[config.mk]
export PLATFORM = sky130hd
export DESIGN_NAME = fixed_point_load_exec
export DESIGN_NICKNAME = d
export VERILOG_FILES = /design/src/include/load_exec_pkg.sv /design/src/hw/gpr_store.sv /design/src/hw/fixed_point_load_exec.sv
export SDC_FILE = /design/constraint.sdc
export NUM_CORES = 1
export LEC_CHECK = 0
export BUFFER_PORTS_ARGS = -buffer_cell sky130_fd_sc_hd__buf_2
export CAP_MARGIN = 10
export CORE_ASPECT_RATIO = 1.25
export CORE_MARGIN = 8
export CORE_UTILIZATION = 30
export CTS_CLUSTER_DIAMETER = 80
export DETAILED_ROUTE_END_ITERATION = 7
export SETUP_SLACK_MARGIN = 0.02
export SYNTH_ARGS = -nofsm -noshare
export SYNTH_HDL_FRONTEND = slang
export SYNTH_SLANG_ARGS = --single-unit
[constraint.sdc]
create_clock -name pclk -period 4.55 [get_ports pclk]
set_clock_uncertainty 0.1 [all_clocks]
set_input_delay 0.6825 -clock pclk [delete_from_list [all_inputs] [get_ports pclk]]
set_output_delay 0.6825 -clock pclk [all_outputs]
set_load 0.02 [all_outputs]
[src/include/load_exec_pkg.sv]
/*
  Shared constants and carriers for the fixed-point load datapath:
  register offsets, field positions, reset values, opcodes and the
  instruction and local-store write carriers.
  Assumes a 32-bit APB register bus and a 16-entry general register file.
*/
`default_nettype none

package load_exec_pkg;

  // ----------------------------------------------------------------
  // Register map (byte addresses)
  // ----------------------------------------------------------------
  localparam logic [7:0] OFF_INSTR = 8'h00;
  localparam logic [7:0] OFF_OPADDR = 8'h04;
  localparam logic [7:0] OFF_STATUS = 8'h08;
  localparam logic [7:0] OFF_INT_STATUS = 8'h0c;
  localparam logic [7:0] OFF_INT_MASK = 8'h10;
  localparam logic [7:0] OFF_GPR_BASE = 8'h40;
  localparam logic [7:0] OFF_GPR_LAST = 8'h7c;
  localparam int unsigned GPR_COUNT = 16;
  localparam int unsigned DATA_W = 32;

  // ----------------------------------------------------------------
  // Field positions
  // ----------------------------------------------------------------
  localparam int unsigned ST_BUSY = 0;
  localparam int unsigned ST_CC_LSB = 1;
  localparam int unsigned ST_ZERO = 3;
  localparam int unsigned ST_OVF = 4;
  localparam int unsigned EV_DONE = 0;
  localparam int unsigned EV_SPEC = 1;
  localparam int unsigned EV_INVALID = 2;
  localparam int unsigned EV_W = 3;
  localparam int unsigned OPADDR_W = 24;
  // Address bits 21, 22 and 23 counted from the left of 24 bits
  localparam int unsigned WORD_SEL_BIT = 2;
  localparam int unsigned HALF_SEL_BIT = 1;
  localparam int unsigned BYTE_SEL_BIT = 0;

  // ----------------------------------------------------------------
  // Reset values and constants
  // ----------------------------------------------------------------
  localparam logic [1:0] CC_RESET = 2'h0;
  localparam logic [EV_W-1:0] INT_MASK_RESET = 3'h0;
  localparam logic [23:0] OPADDR_RESET = 24'h00_0000;
  localparam logic [31:0] MASK_SEED = 32'hffff_fff0;
  localparam int unsigned MASK_SHIFT = 4;
  localparam logic [31:0] MAX_NEG = 32'h8000_0000;
  localparam logic [1:0] CC_ZERO = 2'h0;
  localparam logic [1:0] CC_NEG = 2'h1;
  localparam logic [1:0] CC_POS = 2'h2;
  localparam logic [1:0] CC_OVF = 2'h3;

  // ----------------------------------------------------------------
  // Opcodes
  // ----------------------------------------------------------------
  localparam logic [7:0] OP_REG_TO_REG_LOAD = 8'h18;
  localparam logic [7:0] OP_WORD_LOAD = 8'h58;
  localparam logic [7:0] OP_HALFWORD_LOAD = 8'h48;
  localparam logic [7:0] OP_LOAD_AND_TEST = 8'h12;
  localparam logic [7:0] OP_LOAD_COMPLEMENT = 8'h13;

  typedef struct packed {
    logic [7:0] opcode;
    logic [3:0] first_reg_field;
    logic [3:0] second_reg_field;
  } instr_t;

  typedef struct packed {
    logic en;
    logic [3:0] addr;
    logic [31:0] data;
  } ls_wr_t;

endpackage

`default_nettype wire

[src/hw/gpr_store.sv]
/*
  General register local store: one write port, one read port whose
  data come out of a register one cycle after the address.
  Assumes the single user never reads and writes the same entry in
  one cycle when it needs the new value.
*/
`timescale 1ns/1ps
`default_nettype none

module gpr_store #(
  parameter int unsigned WIDTH = 32,
  parameter int unsigned DEPTH = 16,
  parameter int unsigned AW = 4
) (
  input wire logic pclk,
  input wire logic wr_en,
  input wire logic [AW-1:0] wr_addr,
  input wire logic [WIDTH-1:0] wr_data,
  input wire logic [AW-1:0] rd_addr,
  output logic [WIDTH-1:0] rd_data
);

  logic [WIDTH-1:0] mem [DEPTH];

  if (DEPTH < 2 || DEPTH > (1 << AW))
  begin : g_bad_depth
    $error("gpr_store: depth does not fit the address width");
  end

  always_ff @(posedge pclk)
  begin
    if (wr_en)
    begin
      mem[wr_addr] <= wr_data;
    end
  end

  always_ff @(posedge pclk)
  begin
    rd_data <= mem[rd_addr];
  end

endmodule

`default_nettype wire

[src/hw/fixed_point_load_exec.sv]
/*
  Execution datapath for the fixed-point load group: register copy,
  word load, halfword load with sign extension, load-and-test and
  load-complement, with condition code, behind an APB slave.
  Assumes the storage request for the operand doubleword was issued
  before the instruction is written, and that storage data arrive on
  the same clock, marked by storage_data_valid.
*/
// Local design decisions: the address map and the APB slave port.
`timescale 1ns/1ps
`default_nettype none

module fixed_point_load_exec (
  input wire logic pclk,
  input wire logic presetn,
  input wire logic psel,
  input wire logic penable,
  input wire logic pwrite,
  input wire logic [7:0] paddr,
  input wire logic [31:0] pwdata,
  output logic [31:0] prdata,
  output logic pready,
  output logic pslverr,
  output logic irq,
  output logic [1:0] condition_code,
  input wire logic [63:0] storage_data_bus_out,
  input wire logic storage_data_valid
);
  import load_exec_pkg::*;

  typedef enum logic [3:0] {
    S_IDLE, S_READ_R2, S_LOAD_T, S_SPEC, S_MASK1, S_MASK2, S_MASK3,
    S_WAIT_DATA, S_EXEC, S_WRITE, S_END_OP
  } state_t;

  state_t state;
  instr_t instr;
  logic [OPADDR_W-1:0] opaddr;
  logic [31:0] work;
  logic [31:0] mask;
  logic zero_flag;
  logic ovf_flag;
  logic [EV_W-1:0] int_status;
  logic [EV_W-1:0] int_mask;
  logic [EV_W-1:0] ev_set;
  logic [31:0] adder_input_a;
  logic [31:0] adder_input_b;
  logic carry_in;
  logic [32:0] sum_full;
  logic [31:0] adder_output;
  logic [15:0] half;
  logic complement_ovf;
  logic misaligned;
  logic [31:0] sel_word;
  ls_wr_t ls_wr;
  logic [3:0] ls_rd_addr;
  logic [31:0] ls_rd_data;
  logic busy;
  logic apb_done;
  logic start;
  logic hit_gpr;
  logic [31:0] rd_value;
  logic rd_err;

  assign busy = (state != S_IDLE);

  // ----------------------------------------------------------------
  // APB slave
  // ----------------------------------------------------------------
  // One wait state on every access so local store reads can land.
  // Refusal is decided in the wait state; busy may drop before the
  // commit edge, so an access refused there must never take effect.
  assign apb_done = psel && penable && pready && !pslverr;
  assign hit_gpr = (paddr >= OFF_GPR_BASE) && (paddr <= OFF_GPR_LAST);
  assign start = apb_done && pwrite && (paddr == OFF_INSTR) && !busy;

  always_comb
  begin
    rd_value = 32'h0000_0000;
    rd_err = 1'b0;
    if (paddr[1:0] != 2'h0)
    begin
      rd_err = 1'b1;
    end
    else if (paddr == OFF_INSTR)
    begin
      rd_value[15:0] = instr;
      rd_err = pwrite && busy;
    end
    else if (paddr == OFF_OPADDR)
    begin
      rd_value[OPADDR_W-1:0] = opaddr;
      rd_err = pwrite && busy;
    end
    else if (paddr == OFF_STATUS)
    begin
      rd_value[ST_BUSY] = busy;
      rd_value[ST_CC_LSB +: 2] = condition_code;
      rd_value[ST_ZERO] = zero_flag;
      rd_value[ST_OVF] = ovf_flag;
    end
    else if (paddr == OFF_INT_STATUS)
    begin
      rd_value[EV_W-1:0] = int_status;
    end
    else if (paddr == OFF_INT_MASK)
    begin
      rd_value[EV_W-1:0] = int_mask;
    end
    else if (hit_gpr)
    begin
      // Local store port belongs to the datapath while busy
      rd_value = ls_rd_data;
      rd_err = busy;
    end
    else
    begin
      rd_err = 1'b1;
    end
  end

  always_ff @(posedge pclk or negedge presetn)
  begin
    if (!presetn)
    begin
      pready <= 1'b0;
      prdata <= 32'h0000_0000;
      pslverr <= 1'b0;
    end
    else
    begin
      pready <= psel && penable && !pready;
      pslverr <= psel && penable && !pready && rd_err;
      if (psel && penable && !pready && !pwrite)
      begin
        prdata <= rd_value;
      end
    end
  end

  always_ff @(posedge pclk or negedge presetn)
  begin
    if (!presetn)
    begin
      instr <= '0;
      opaddr <= OPADDR_RESET;
      int_mask <= INT_MASK_RESET;
    end
    else if (apb_done && pwrite && !busy)
    begin
      if (paddr == OFF_INSTR)
      begin
        instr <= instr_t'(pwdata[15:0]);
      end
      else if (paddr == OFF_OPADDR)
      begin
        opaddr <= pwdata[OPADDR_W-1:0];
      end
      else if (paddr == OFF_INT_MASK)
      begin
        int_mask <= pwdata[EV_W-1:0];
      end
    end
    else if (apb_done && pwrite && paddr == OFF_INT_MASK)
    begin
      int_mask <= pwdata[EV_W-1:0];
    end
  end

  // ----------------------------------------------------------------
  // Interrupt status
  // ----------------------------------------------------------------
  always_comb
  begin
    ev_set = '0;
    ev_set[EV_DONE] = (state == S_END_OP);
    ev_set[EV_SPEC] = (state == S_SPEC) && misaligned;
    ev_set[EV_INVALID] = (state == S_END_OP) && !(
      instr.opcode == OP_REG_TO_REG_LOAD || instr.opcode == OP_WORD_LOAD ||
      instr.opcode == OP_HALFWORD_LOAD || instr.opcode == OP_LOAD_AND_TEST ||
      instr.opcode == OP_LOAD_COMPLEMENT);
  end

  // Set beats a write-one clear landing in the same cycle
  always_ff @(posedge pclk or negedge presetn)
  begin
    if (!presetn)
    begin
      int_status <= '0;
      irq <= 1'b0;
    end
    else
    begin
      if (apb_done && pwrite && paddr == OFF_INT_STATUS)
      begin
        int_status <= (int_status & ~pwdata[EV_W-1:0]) | ev_set;
      end
      else
      begin
        int_status <= int_status | ev_set;
      end
      irq <= |(int_status & int_mask);
    end
  end

  // ----------------------------------------------------------------
  // Local store
  // ----------------------------------------------------------------
  // Only the first register is ever written by an instruction
  always_comb
  begin
    ls_wr = '0;
    if (state == S_WRITE)
    begin
      ls_wr.en = 1'b1;
      ls_wr.addr = instr.first_reg_field;
      ls_wr.data = work;
    end
    else if (apb_done && pwrite && hit_gpr && !busy)
    begin
      ls_wr.en = 1'b1;
      ls_wr.addr = paddr[5:2];
      ls_wr.data = pwdata;
    end
  end

  assign ls_rd_addr = (state == S_READ_R2) ? instr.second_reg_field
                                           : paddr[5:2];

  gpr_store #(
    .WIDTH(DATA_W),
    .DEPTH(GPR_COUNT),
    .AW(4)
  ) i_gpr_store (
    .pclk(pclk),
    .wr_en(ls_wr.en),
    .wr_addr(ls_wr.addr),
    .wr_data(ls_wr.data),
    .rd_addr(ls_rd_addr),
    .rd_data(ls_rd_data)
  );

  // ----------------------------------------------------------------
  // Sequencer
  // ----------------------------------------------------------------
  assign misaligned = opaddr[BYTE_SEL_BIT] ||
    (instr.opcode == OP_WORD_LOAD && opaddr[HALF_SEL_BIT]);

  always_ff @(posedge pclk or negedge presetn)
  begin
    if (!presetn)
    begin
      state <= S_IDLE;
    end
    else
    begin
      case (state)
        S_IDLE:
          if (start)
          begin
            case (pwdata[15:8])
              OP_REG_TO_REG_LOAD, OP_LOAD_AND_TEST, OP_LOAD_COMPLEMENT:
                state <= S_READ_R2;
              OP_WORD_LOAD, OP_HALFWORD_LOAD:
                state <= S_SPEC;
              default:
                state <= S_END_OP;
            endcase
          end
        S_READ_R2:
          state <= S_LOAD_T;
        S_LOAD_T:
          state <= S_EXEC;
        S_SPEC:
          if (misaligned)
          begin
            state <= S_END_OP;
          end
          else if (instr.opcode == OP_HALFWORD_LOAD)
          begin
            state <= S_MASK1;
          end
          else
          begin
            state <= S_WAIT_DATA;
          end
        S_MASK1:
          state <= S_MASK2;
        S_MASK2:
          state <= S_MASK3;
        S_MASK3:
          state <= S_WAIT_DATA;
        // Doubleword was requested during fetch; just wait for it
        S_WAIT_DATA:
          if (storage_data_valid)
          begin
            state <= S_EXEC;
          end
        S_EXEC:
          state <= S_WRITE;
        S_WRITE:
          state <= S_END_OP;
        S_END_OP:
          state <= S_IDLE;
        default:
          state <= S_IDLE;
      endcase
    end
  end

  // ----------------------------------------------------------------
  // Mask and adder
  // ----------------------------------------------------------------
  always_ff @(posedge pclk or negedge presetn)
  begin
    if (!presetn)
    begin
      mask <= 32'h0000_0000;
    end
    else if (state == S_MASK1)
    begin
      mask <= MASK_SEED << MASK_SHIFT;
    end
    else if (state == S_MASK2 || state == S_MASK3)
    begin
      mask <= mask << MASK_SHIFT;
    end
  end

  assign sel_word = opaddr[WORD_SEL_BIT] ? storage_data_bus_out[31:0]
                                         : storage_data_bus_out[63:32];
  assign half = opaddr[HALF_SEL_BIT] ? work[15:0] : work[31:16];
  assign complement_ovf = (work == MAX_NEG);

  always_comb
  begin
    adder_input_a = work;
    adder_input_b = 32'h0000_0000;
    carry_in = 1'b0;
    if (instr.opcode == OP_HALFWORD_LOAD)
    begin
      // Carry out of bit 16 cancels the mask for a positive half
      adder_input_a = {15'h0000, ~half[15], half};
      adder_input_b = mask;
    end
    else if (instr.opcode == OP_LOAD_COMPLEMENT)
    begin
      adder_input_a = ~work;
      carry_in = 1'b1;
    end
  end

  assign sum_full = {1'b0, adder_input_a} + {1'b0, adder_input_b} +
                    {32'h0000_0000, carry_in};
  assign adder_output = sum_full[31:0];

  always_ff @(posedge pclk or negedge presetn)
  begin
    if (!presetn)
    begin
      work <= 32'h0000_0000;
    end
    else if (state == S_LOAD_T)
    begin
      work <= ls_rd_data;
    end
    else if (state == S_WAIT_DATA && storage_data_valid)
    begin
      work <= sel_word;
    end
    else if (state == S_EXEC)
    begin
      work <= adder_output;
    end
  end

  always_ff @(posedge pclk or negedge presetn)
  begin
    if (!presetn)
    begin
      zero_flag <= 1'b0;
      ovf_flag <= 1'b0;
      condition_code <= CC_RESET;
    end
    else if (state == S_EXEC && (instr.opcode == OP_LOAD_AND_TEST ||
             instr.opcode == OP_LOAD_COMPLEMENT))
    begin
      zero_flag <= (adder_output == 32'h0000_0000);
      ovf_flag <= (instr.opcode == OP_LOAD_COMPLEMENT) && complement_ovf;
      if (instr.opcode == OP_LOAD_COMPLEMENT && complement_ovf)
      begin
        condition_code <= CC_OVF;
      end
      else if (adder_output == 32'h0000_0000)
      begin
        condition_code <= CC_ZERO;
      end
      else if (adder_output[31])
      begin
        condition_code <= CC_NEG;
      end
      else
      begin
        condition_code <= CC_POS;
      end
    end
  end
endmodule

`default_nettype wire

Word level (Yosys, flattened, before mapping) --
Memory sizes are Yosys's and may differ from the RTL's. A register that Yosys moved wholly into a read port is not among the register bits. Index checks and enable logic that the tools add are counted.
Word-level totals: register bits 153, bits in writable memories 512, bits of input ports 110, output and inout port bits 37, word-level logic and storage cells 165, memories kept 1
Memories:
- i_gpr_store.mem | words 16, bits a word 32, rd ports 1, clocked after Yosys merged registers in 1, write ports 1, line gpr_store.sv:23 | logic [WIDTH-1:0] mem [DEPTH];
Operators by class: add/sub/neg operators 2, $lt $le $gt $ge 2, eq/ne operators 30, muxes and demuxes 57, bitwise logic cells 8, reduce and logical (&&, ||, !) cells 49
Operator list (count):
- $mux W32 | 17
- $mux W37 | 2
- $mux W29 | 2
- $eq A8 B5 Y1 const B | 7
- $mux W16 | 3
- $pmux W4 S10 | 1
- $add A32 B1 Y32 | 1
- $add A32 B32 Y32 | 1
- $eq A32 B32 Y1 const B | 1
- $eq A8 B7 Y1 const B | 4
- $logic_not A32 Y1 | 1
- $not A32 Y32 | 1
- $mux W27 | 1
- $mux W24 | 1
- $mux W3 | 8
- $logic_and A1 B1 Y1 | 22
- $eq A4 B3 Y1 const B | 4
- $eq A8 B4 Y1 const B | 2
- $mux W4 | 4
- $eq A4 B4 Y1 const B | 3
- $mux W1 | 11
- $ne A2 B2 Y1 const B | 5
- $eq A4 B2 Y1 const B | 2
- $eq A8 B3 Y1 const B | 1
- other kinds (23) | 43

Longest topological paths before layout --
Gate-level depths: netlist (run 1).
depth in word-level cells 15, depth in mapped cells 21, gate-level depth less buffers 18

Cells and area by module --
Synthesis (run 1) repeated with hierarchy kept, for this count alone.
Unflattened totals: cell total of the unflattened synthesis 1929, area, all modules 29249.3 µm²
By module, submodules not included:
- gpr_store | instances 1, cells an instance 838, area each 19835.3 µm², seq. area each 16015.4 µm²
- fixed_point_load_exec | instances 1, cells an instance 1091, area each 9414.0 µm², seq. area each 3178.0 µm²

Worst setup path before layout (run 1) --
OpenSTA, ideal clock, no wires.
path kind register to register, start register instr[15] (netlist bit), end register zero_flag, setup time 92 ps, data arrival time 4372 ps, required time 4358 ps, slack -14 ps, stages on the path, launching flop included 20, buffers on the path 4, period minus slack after synthesis 4564 ps, cell sequence dfrtp_1 -> nor4b_2 -> buf_4 -> nand2_4 -> inv_2 -> buf_4 -> buf_2 -> buf_2 -> xnor2_1 -> a21oi_1 -> ha_1 -> a31o_2 -> or3_1 -> nand3_1 -> nand2_1 -> xor2_1 -> or4_1 -> nor4_2 -> nand4_1 -> o31ai_2
Between the ends: word-level cells in the longest chain between the ends 6, elaborated cells on any way between the ends 13, those cells by class 2 x add/sub; 3 x eq/ne; 5 x mux; 3 x reduce/logical
RTL lines:
- from (decl) | line fixed_point_load_exec.sv:37 | instr_t instr;
- from (signal assigned) | line fixed_point_load_exec.sv:153 | instr <= instr_t'(pwdata[15:0]);
- $eq A8 B5 Y1 | line fixed_point_load_exec.sv:346, fixed_point_load_exec.sv:386
- $mux W32 | line fixed_point_load_exec.sv:346 | else if (instr.opcode == OP_LOAD_COMPLEMENT)
- $mux W32 | line fixed_point_load_exec.sv:340 | if (instr.opcode == OP_HALFWORD_LOAD)
- $add A32 B32 Y32 | line fixed_point_load_exec.sv:353 | assign sum_full = {1'b0, adder_input_a} + {1'b0, adder_input_b} +
- $add A32 B1 Y32 | line fixed_point_load_exec.sv:353
- $logic_not A32 Y1 | line fixed_point_load_exec.sv:388 | zero_flag <= (adder_output == 32'h0000_0000);
- to (signal assigned) | line fixed_point_load_exec.sv:388
- to (decl) | line fixed_point_load_exec.sv:41 | logic zero_flag;
Several ways; a longest one is shown, not always the timed one. A chain may end at the register's enable or synchronous reset.

Worst setup path in the final report (run 1) --
start register instr[9] (netlist bit), end register work[23]
Between the ends: word-level cells in the longest chain between the ends 8, elaborated cells on any way between the ends 12, those cells by class 2 x add/sub; 2 x eq/ne; 8 x mux
RTL lines:
- $eq A8 B5 Y1 | line fixed_point_load_exec.sv:346
- $mux W32 | line fixed_point_load_exec.sv:346
- $mux W32 | line fixed_point_load_exec.sv:340
- $add A32 B32 Y32 | line fixed_point_load_exec.sv:353
- $add A32 B1 Y32 * | line fixed_point_load_exec.sv:353
- $mux W32 * | line fixed_point_load_exec.sv:371 | else if (state == S_EXEC)
- $mux W32 * | line fixed_point_load_exec.sv:367 | else if (state == S_WAIT_DATA && storage_data_valid)
- $mux W32 * | line fixed_point_load_exec.sv:363 | else if (state == S_LOAD_T)
- to (signal assigned) | line fixed_point_load_exec.sv:365 | work <= ls_rd_data;
- to (signal assigned) | line fixed_point_load_exec.sv:369 | work <= sel_word;
- to (signal assigned) | line fixed_point_load_exec.sv:373 | work <= adder_output;
- to (decl) | line fixed_point_load_exec.sv:39 | logic [31:0] work;
Mark *: on every way between the ends. The rest lies on a longest branch, timed or not. The select of a mux whose other input is x is not followed.

==> metrics.txt, run 1 <==
outcome=finished clean; Yosys cell types=89; register area share after synthesis=0.643; GP Congestion=0.970; Final ANT Viol Nets=0; crit path from=instr[9]; Crit. End Element=flop; Routed WL per cell=26.1 um; Max Cap Violations=0; met2 GRT Util=0.288; Num Clock Sinks=671; vias in the first global route=19,900; Pleak=11.9 nW; fraction of layout cells with a size suffix above 1=0.276; Yosys warning total=0; synthesized area=29,800 sq um; # H-tree levels=2; share of flip-flops with an asynchronous set or reset=0.189; GR met3 Demand/Resource=0.0359; reg2reg start=instr[9]; worst setup margin=0.264 ns; Post-route DRC=0; pwr/cell area=459 nW/um^2; Post-synth top flop=edfxtp_1; kind of critical path=flop to flop; via-per-instance ratio=5.40; first-pass detailed-route iteration total=6; required time of the worst setup path=5.01 ns; worst vdd ir=275 uV; final-report setup violation count=0; Hold Path Class=input pin to async pin; CTS clk-pin slew, worst paths=0.07 ns; Hold Fails Final Rpt=0; DRT iter0 DRCs=1,761; largest area contributor in the netlist=edfxtp_1; Vias=19,500; Final period util=0.942; initial antenna violation count=7; Syn Inst Count=2,059; most frequent cell after synthesis=edfxtp_1; syn nets=2,177; Finished Layout Cells=3,606; DPL Wire Length=64,900 um; Final TNS setup=0 ns; layout net count=2,363; Post-Route Utilization=0.355; largest cells by area after synthesis=edfxtp_1 52%, dfrtp_1 11%, mux4_2 9.7%; port bufs=146; Slew @ Worst Pin=1.14 ns; RSZ-0062 raised after global routing=no; pre-CTS WS=0.0341 ns; GRT met1 Usage=0.193; die area=110,000 sq um; crit path DAT=4.75 ns; Pins Over Slew Limit=0; Die X=298 um; post-synth top area share=0.515; die height=369 um; Reg area=19,200 sq um; Synth Register Bits=671; Synth top cells by count=512 x edfxtp_1, 175 x nand2_1, 129 x mux4_2; f_max=0.233 GHz; CTS tree=yes; I/O pin cnt=147; total grt overflow=0; GR Util All Layers=0.166; FP Rows=129; syn avg cell area=14.5 sq um; clk root buf=clkbuf_16; crit path max fanout=7; initial core utilization=0.302; global-route wire length before repair=137,000 um; drt total wl=94,100 um; Num CTS Buffers=58; P&R area growth vs syn=17.5%; Clock Tree Buf Depth=3; largest net degree at the start of global routing=85; busiest grt layer=met2; Post-synth EDFFs=512; min Tclk post-route=4.29 ns; critical path launch point type=flop; area taken by multi-input logic gates=10,300 sq um; FILL cells=9,455; core area=98,800 sq um; clock latency on the worst-skew pair=0.64 ns; Max transition margin=0.239; placed insts=3,490
[cell type report]
type	instances	share of cell area
inverter	14	0.00150
clock buffer	67	0.0441
timing repair buffer	273	0.0529
tap	1310	0.0467
multi-input combinational	1227	0.295
sequential	671	0.548
clock inverter	42	0.0120
antenna	2	0.000143
[sequential cells by signal (all words and copies together) (netlist names)]
signal / flops
i_gpr_store.mem: 512
i_gpr_store.rd_data: 32
prdata: 32
work: 32
opaddr: 24
instr: 16
mask: 6
state: 4
int_mask: 3
int_status: 3
condition_code: 2
irq: 1
ovf_flag: 1
pready: 1
pslverr: 1
zero_flag: 1
[power by group]
part	leakage (nW)	internal (W)	switching, W
Combinational	4.58	0.00139	0.00215
Clock	0.955	0.00276	0.00231
Sequential	6.33	0.00692	0.000567
[logic make-up after synthesis]
family	synth area share
flops	0.643
simple gates	0.0819
compound gates	0.105
mux	0.132
buf+inv	0.0213
xor+xnor	0.0129
fa+ha+maj	0.00369
[cell usage in the layout, fill, tap and decap left out, types with 10 or more instances in the layout]
cell type,netlist,layout
mux2_2,50,50
and3_1,19,18
nor2_4,0,17
or3_1,12,12
a31oi_1,47,47
nor2b_1,19,19
nor3_1,23,18
xnor2_1,33,33
and2_1,38,38
nand3_1,25,25
dfrtp_1,127,121
a22o_1,41,41
nor2_1,97,80
clkinv_2,0,15
edfxtp_1,512,512
dfxtp_1,32,32
buf_2,9,145
clkbuf_16,0,60
o211ai_1,16,16
a211oi_1,80,75
buf_4,3,114
a21oi_1,84,82
nand2b_1,15,15
xor2_1,11,10
o21ai_0,85,85
a22oi_1,21,21
mux4_2,129,129
buf_12,0,13
nand2_1,175,175
mux2i_1,47,43
inv_1,13,13
[worst max-delay path, stage by stage, from the launching register on]
cell and delay (ns):
dfrtp_1 0.44, buf_4 0.18, or4b_1 0.63, nor2_8 0.15, nand2_1 0.08, inv_1 0.10
ha_1 0.31, and3_1 0.21, nor2_1 0.24, o211ai_1 0.27, buf_4 0.24, o21a_1 0.23
o311ai_0 0.51, buf_4 0.20, and3_1 0.14, a21oi_1 0.04, o21ai_0 0.16
[routing by layer]
| layer | vias up | share of wire |
|---|---|---|
| li1 | 8455 | - |
| met1 | 10100 | 0.38 |
| met2 | 743 | 0.50 |
| met3 | 190 | 0.070 |
| met4 | 6 | 0.053 |
| met5 | - | 0.00044 |
[worst paths after layout]
path,endpoint,slack (ns),depth (start not counted)
worst max-delay path,work[23],0.26,16
worst min-delay path,prdata[26],0.02,1
worst max register to register,work[23],0.26,16
worst min register to register,prdata[22],0.38,2
max in group asynchronous,opaddr[2],3.48,2
min in group pclk,opaddr[23],0.22,2
[per-stage QoR]
| stage | hold WS (ns) | total power (W) | instance area, sq um |
|---|---|---|---|
| 6_report | 0.0161 | 0.0161 | 35100 |
| 5_1_grt | 0.0583 | 0.0167 | 35100 |
| 4_1_cts | 0.0160 | 0.0161 | 34900 |
| 3_5_place_dp | 0.366 | 0.0111 | 32900 |
| 3_3_place_gp | 0.368 | 0.0110 | 32900 |
| 2_1_floorplan | 0.287 | 0.00948 | 29800 |
[timing repair]
item | in CTS | in global routing
gates resized for setup | 1 | 25
setup buffers | 0 | 5
pin swaps | 0 | 4
hold buffers | 0 | 0
setup endpoints to repair | 2 | 8
(Power assumes the default switching activity.)
==> run 2, diff against run 1 <==
CORE_MARGIN = 5   (was 8)
==> run 2 against run 1 <==
Against the previous run: combinational power up 1%; critical endpoint is now condition_code[1]; die area down 3.6%; critical path type unchanged; cell area up 0.56%; register-to-register slack worse by 0.07 ns; highest routed layer is now met4; first-iteration DRC count up 8.8%; power up 0.68%.
==> metrics.txt, run 2 (synthesized netlist as in run 1, its figures left out) <==
outcome=finished clean; DR WL met2=47,300 um; largest net degree at the start of global routing=58; drt total wl=93,700 um; I/O pin cnt=147; crit path DAT=4.73 ns; wl on met1=35,500 um; # H-tree levels=2; Clock Tree Buf Depth=3; fraction of layout cells with a size suffix above 1=0.278; required time of the worst setup path=4.92 ns; die height=363 um; Crit. End Element=flop; Hold Fails Final Rpt=0; Final period util=0.957; Max transition margin=0.339; first-pass detailed-route iteration total=5; clk root buf=clkbuf_16; DRT iter0 DRCs=1,916; vias in the first global route=19,800; Pins Over Slew Limit=0; Hold WS=0.198 ns; Max Cap Violations=0; critical path launch point type=flop; DR WL met3=6020 um; Die X=292 um; CTS clk-pin slew, worst paths=0.07 ns; Pwr Total=0.0162 W; Num Clock Sinks=671; Hold Path Class=input pin to flop; Finished Layout Cells=3,631; initial antenna violation count=5; crit path max fanout=6; FP Rows=129; GP Congestion=0.993; placed insts=3,509; min Tclk post-route=4.36 ns; pwr/cell area=460 nW/um^2; worst vdd ir=350 uV; core area=98,900 sq um; via-per-instance ratio=5.39; Routed WL per cell=25.8 um; port bufs=146; Vias=19,600; Top reg by flops=i_gpr_store.mem; f_max=0.230 GHz; final-report setup violation count=0; max FFs per register=512; layout net count=2,385; Slew @ Worst Pin=0.987 ns; initial core utilization=0.302; clock latency on the worst-skew pair=0.65 ns; global-route wire length before repair=136,000 um; Final ANT Viol Nets=0; die area=106,000 sq um; total grt overflow=0; Max Used Layer=met4; kind of critical path=flop to flop; most common cell after layout, fill and taps aside=edfxtp_1; CTS tree=yes; GR Util All Layers=0.172; Num CTS Buffers=57; Post-route DRC=0; P&R area growth vs syn=18.2%; Pleak=12.0 nW; most frequent cells in the layout=512 x edfxtp_1, 173 x nand2_1, 145 x buf_2, 138 x buf_4, 129 x mux4_2; DPL Wire Length=65,400 um
run 2: cell type report:
type | count | area, sq um
diodes | 5 | 12.5
clock inverters | 41 | 494
well taps | 1310 | 1640
flip-flops and latches | 671 | 19200
clock buffers | 67 | 1520
fillers | 9379 | 63700
repair buffers | 296 | 2000
inverters | 14 | 52.6
multi-input cells | 1227 | 10300
run 2: layer usage:
metal | GRT usage | vias up
met5 | 0 | -
met4 | 0.0777 | 0
met3 | 0.0300 | 200
met2 | 0.301 | 778
met1 | 0.207 | 10100
li1 | - | 8509
run 2: timing repair:
item | CTS | global route
endpoints found under the setup margin | 3 | 15
hold buffers | 1 | 0
pin swaps | 0 | 5
setup buffers | 0 | 8
endpoints found under the hold margin | 55 | 0
gates resized for setup | 3 | 22
run 2: per-stage QoR:
step	TNS, ns	util	setup WS, ns	instance area, sq um
2_1_floorplan	0	-	0.0355	29800
3_3_place_gp	-0.0834	0.334	-0.0437	33000
5_1_grt	-0.00770	0.356	-0.00770	35200
4_1_cts	0	0.355	0.0230	35100
6_report	0	0.356	0.194	35300
3_5_place_dp	-0.183	0.334	-0.0976	33000
run 2: worst paths after layout:
path / startpoint / endpoint / slack [ns] / depth (start not counted)
max: instr[8] / condition_code[1] / 0.19 / 18
min: pwdata[3] / instr[3] / 0.20 / 2
max reg2reg: instr[8] / condition_code[1] / 0.19 / 18
min reg2reg: prdata[18] / prdata[18] / 0.39 / 2
max in group asynchronous: presetn / instr[8] / 2.82 / 3
min in group asynchronous: presetn / prdata[26] / 0.45 / 2
run 2: report_power, final:
group / internal, W / leakage [nW] / switching [W]
logic: 0.00139 / 4.71 / 0.00220
registers: 0.00692 / 6.33 / 0.000487
clock network: 0.00292 / 0.969 / 0.00229
run 2: critical path, cell delays in order, from the launching register on:
cell and delay, ns:
dfrtp_2 0.43, nor4bb_4 0.30, buf_4 0.18, nand2_4 0.07
nand2_2 0.13, nor2_1 0.05, a211oi_1 0.35, ha_1 0.32
buf_4 0.15, nand3_1 0.11, o22ai_1 0.10, or3_1 0.35
nand3_1 0.14, nand2_2 0.09, xor2_1 0.18, or4_4 0.58
nor4_4 0.29, a41o_1 0.20, a21oi_1 0.08
==> run 3, diff against run 2 <==
==> constraint.sdc (replaced) <==
create_clock -name pclk -period 4.55 [get_ports pclk]
set_clock_uncertainty 0.1 [all_clocks]
set_input_delay 0.455 -clock pclk [delete_from_list [all_inputs] [get_ports pclk]]
set_output_delay 0.455 -clock pclk [all_outputs]
set_load 0.02 [all_outputs]
==> run 3 against run 2 <==
Against the previous run: fmax is 0.58% higher; non-clock buffer count is 15 higher; clock-buffer cell count is 12 higher; first-iteration DRC count is 6.2% lower; die area stayed put; sequential power hardly changed; hold slack worse by 0.17 ns; global-route usage is 0.050 points lower; cell area is 0.59% higher; final cell count is 0.61% higher; critical path depth stayed put; critical path type unchanged; largest cell class unchanged; highest routed layer unchanged.
==> metrics.txt, run 3 (synthesized netlist as in run 1, its figures left out) <==
outcome=finished clean; largest net degree at the start of global routing=93; clock group share of total power=0.322; Net Sw Power=0.00500 W; CP max stage cell=or4b_1; Num Clock Sinks=671; wl on met1=34,700 um; CTS clk-pin slew, worst paths=0.07 ns; Top reg by flops=i_gpr_store.mem; FF-to-FF setup slack=0.22 ns; min Tclk post-route=4.33 ns; worst-case reg-to-reg path depth=18; required time of the worst setup path=4.99 ns; Max Cap Violations=0; Worst Path Buf+Inv=5; Max transition margin=0.301; first-pass detailed-route iteration total=8; pwr/cell area=459 nW/um^2; Hold Path Class=input pin to flop; most common cell after layout, fill and taps aside=edfxtp_1; FP Rows=129; crit path cell chain=buf_4, or4b_1, nor2_8, nand2_1, inv_1, ha_1, buf_4, and3_1, nor2_2, nor2_1, a21boi_2, buf_4, o21a_1, a41oi_1, xnor2_1, buf_4, a41o_1, a21oi_1; post-route cell area=35,500 sq um; FILL cells=9,322; CTS tree=yes; Die X=292 um; Post-route DRC=0; critical path launch point type=flop; clk root buf=clkbuf_16; Num CTS Buffers=60; most used cell, CP=buf_4; vias in the first global route=20,000; crit path DAT=4.77 ns; worst vdd ir=342 uV; DR WL met2=47,300 um; max FFs per register=512; DPL Wire Length=65,900 um; Hold WS=0.0232 ns; I/O pin cnt=147; Max Used Layer=met4; DRT iter0 DRCs=1,798; GP Congestion=0.976; initial core utilization=0.302; initial antenna violation count=6; WP depth=18; fraction of layout cells with a size suffix above 1=0.278; Hold Fails Final Rpt=0; CP top delay family=simple AND/OR/NAND/NOR gates; drt total wl=93,200 um; port bufs=146; RSZ-0062 raised after global routing=yes; Pins Over Slew Limit=0; most frequent cells in the layout=512 x edfxtp_1, 173 x nand2_1, 145 x buf_2, 138 x buf_4, 129 x mux4_2; total grt overflow=0; Final ANT Viol Nets=0; Final period util=0.952; Clock Tree Buf Depth=3; via-per-instance ratio=5.38; share of power burned in registers=0.457; crit path max fanout=9; GR Util All Layers=0.171; worst setup margin=0.219 ns; Comb power frac=0.221; Pleak=12.1 nW; global-route wire length before repair=136,000 um; # H-tree levels=2; final-report setup violation count=0; Cell Area, Placed=33,100 sq um; P&R area growth vs syn=18.9%; internal power=0.0113 W; sw frac=0.307; DR WL met3=6360 um; Final TNS setup=0 ns; Crit. End Element=flop; f_max=0.231 GHz; kind of critical path=flop to flop; layout net count=2,403; Routed WL per cell=25.5 um; Slew @ Worst Pin=1.05 ns; Vias=19,700; pre-CTS WS=-0.0702 ns; Worst path max stage delay=0.64 ns; placed insts=3,515; die area=106,000 sq um; Finished Layout Cells=3,653; hold depth=2; core area=98,900 sq um; clock latency on the worst-skew pair=0.66 ns; die height=363 um
run 3: cell count changes in the layout (fill, tap and decap cells not counted), moves of 2 or more:
cell,delta
clkinvlp_4,-2
clkbuf_1,+10
dfrtp_2,+3
clkbuf_16,+2
dfrtp_1,-3
clkinv_2,-5
dlygate4sd3_1,+12
inv_6,+2
buf_12,+3
run 3: routing by layer:
metal,GRT usage,up-vias
met1,0.206,10100
met2,0.302,832
li1,-,8543
met3,0.0283,184
met5,0,-
met4,0.0772,0
run 3: worst paths after layout:
check | start | endpoint
worst min register to register | prdata[22] | prdata[22]
worst min-delay path | pwdata[5] | instr[5]
max in group asynchronous | presetn | mask[27]
min in group asynchronous | presetn | prdata[26]
worst max-delay path | instr[9] | condition_code[1]
worst max register to register | instr[9] | condition_code[1]
run 3: cell type report:
type | count | area, sq um | area share
diodes | 6 | 15.0 | 0.000423
repair buffers | 311 | 2180 | 0.0616
clock buffers | 79 | 1600 | 0.0452
inverters | 14 | 52.6 | 0.00148
multi-input cells | 1227 | 10300 | 0.291
flip-flops and latches | 671 | 19200 | 0.541
well taps | 1310 | 1640 | 0.0462
clock inverters | 35 | 438 | 0.0123
run 3: stage by stage:
| stage | utilization | power [W] |
|---|---|---|
| floorplan | - | 0.00948 |
| global placement | 0.335 | 0.0111 |
| CTS | 0.357 | 0.0163 |
| global route | 0.358 | 0.0169 |
| finish | 0.358 | 0.0163 |
| detailed placement | 0.335 | 0.0111 |
run 3: what timing repair did:
item                                    in CTS  in global routing
buffers inserted                             0                  5
hold buffers                                13                  0
pin swaps                                    0                  7
endpoints found under the setup margin       3                  8
endpoints found under the hold margin      106                  0
resized for setup                            6                 22
run 3: power groups by stage:
| stage | Combinational, W | Clock [W] | Sequential, W |
|---|---|---|---|
| after floorplan | 0.00228 | 0 | 0.00720 |
| after global placement | 0.00350 | 0 | 0.00755 |
| after detailed placement | 0.00352 | 0 | 0.00755 |
| after CTS | 0.00356 | 0.00535 | 0.00742 |
| after global routing | 0.00386 | 0.00561 | 0.00745 |
| final | 0.00360 | 0.00525 | 0.00744 |
run 3: worst reg2reg max path: stages (launching register included):
cell,delay [ns]
dfrtp_1,0.44
buf_4,0.18
or4b_1,0.64
nor2_8,0.16
nand2_1,0.09
inv_1,0.11
ha_1,0.26
buf_4,0.17
and3_1,0.18
nor2_2,0.20
nor2_1,0.06
a21boi_2,0.14
buf_4,0.18
o21a_1,0.24
a41oi_1,0.32
xnor2_1,0.22
buf_4,0.19
a41o_1,0.20
a21oi_1,0.16
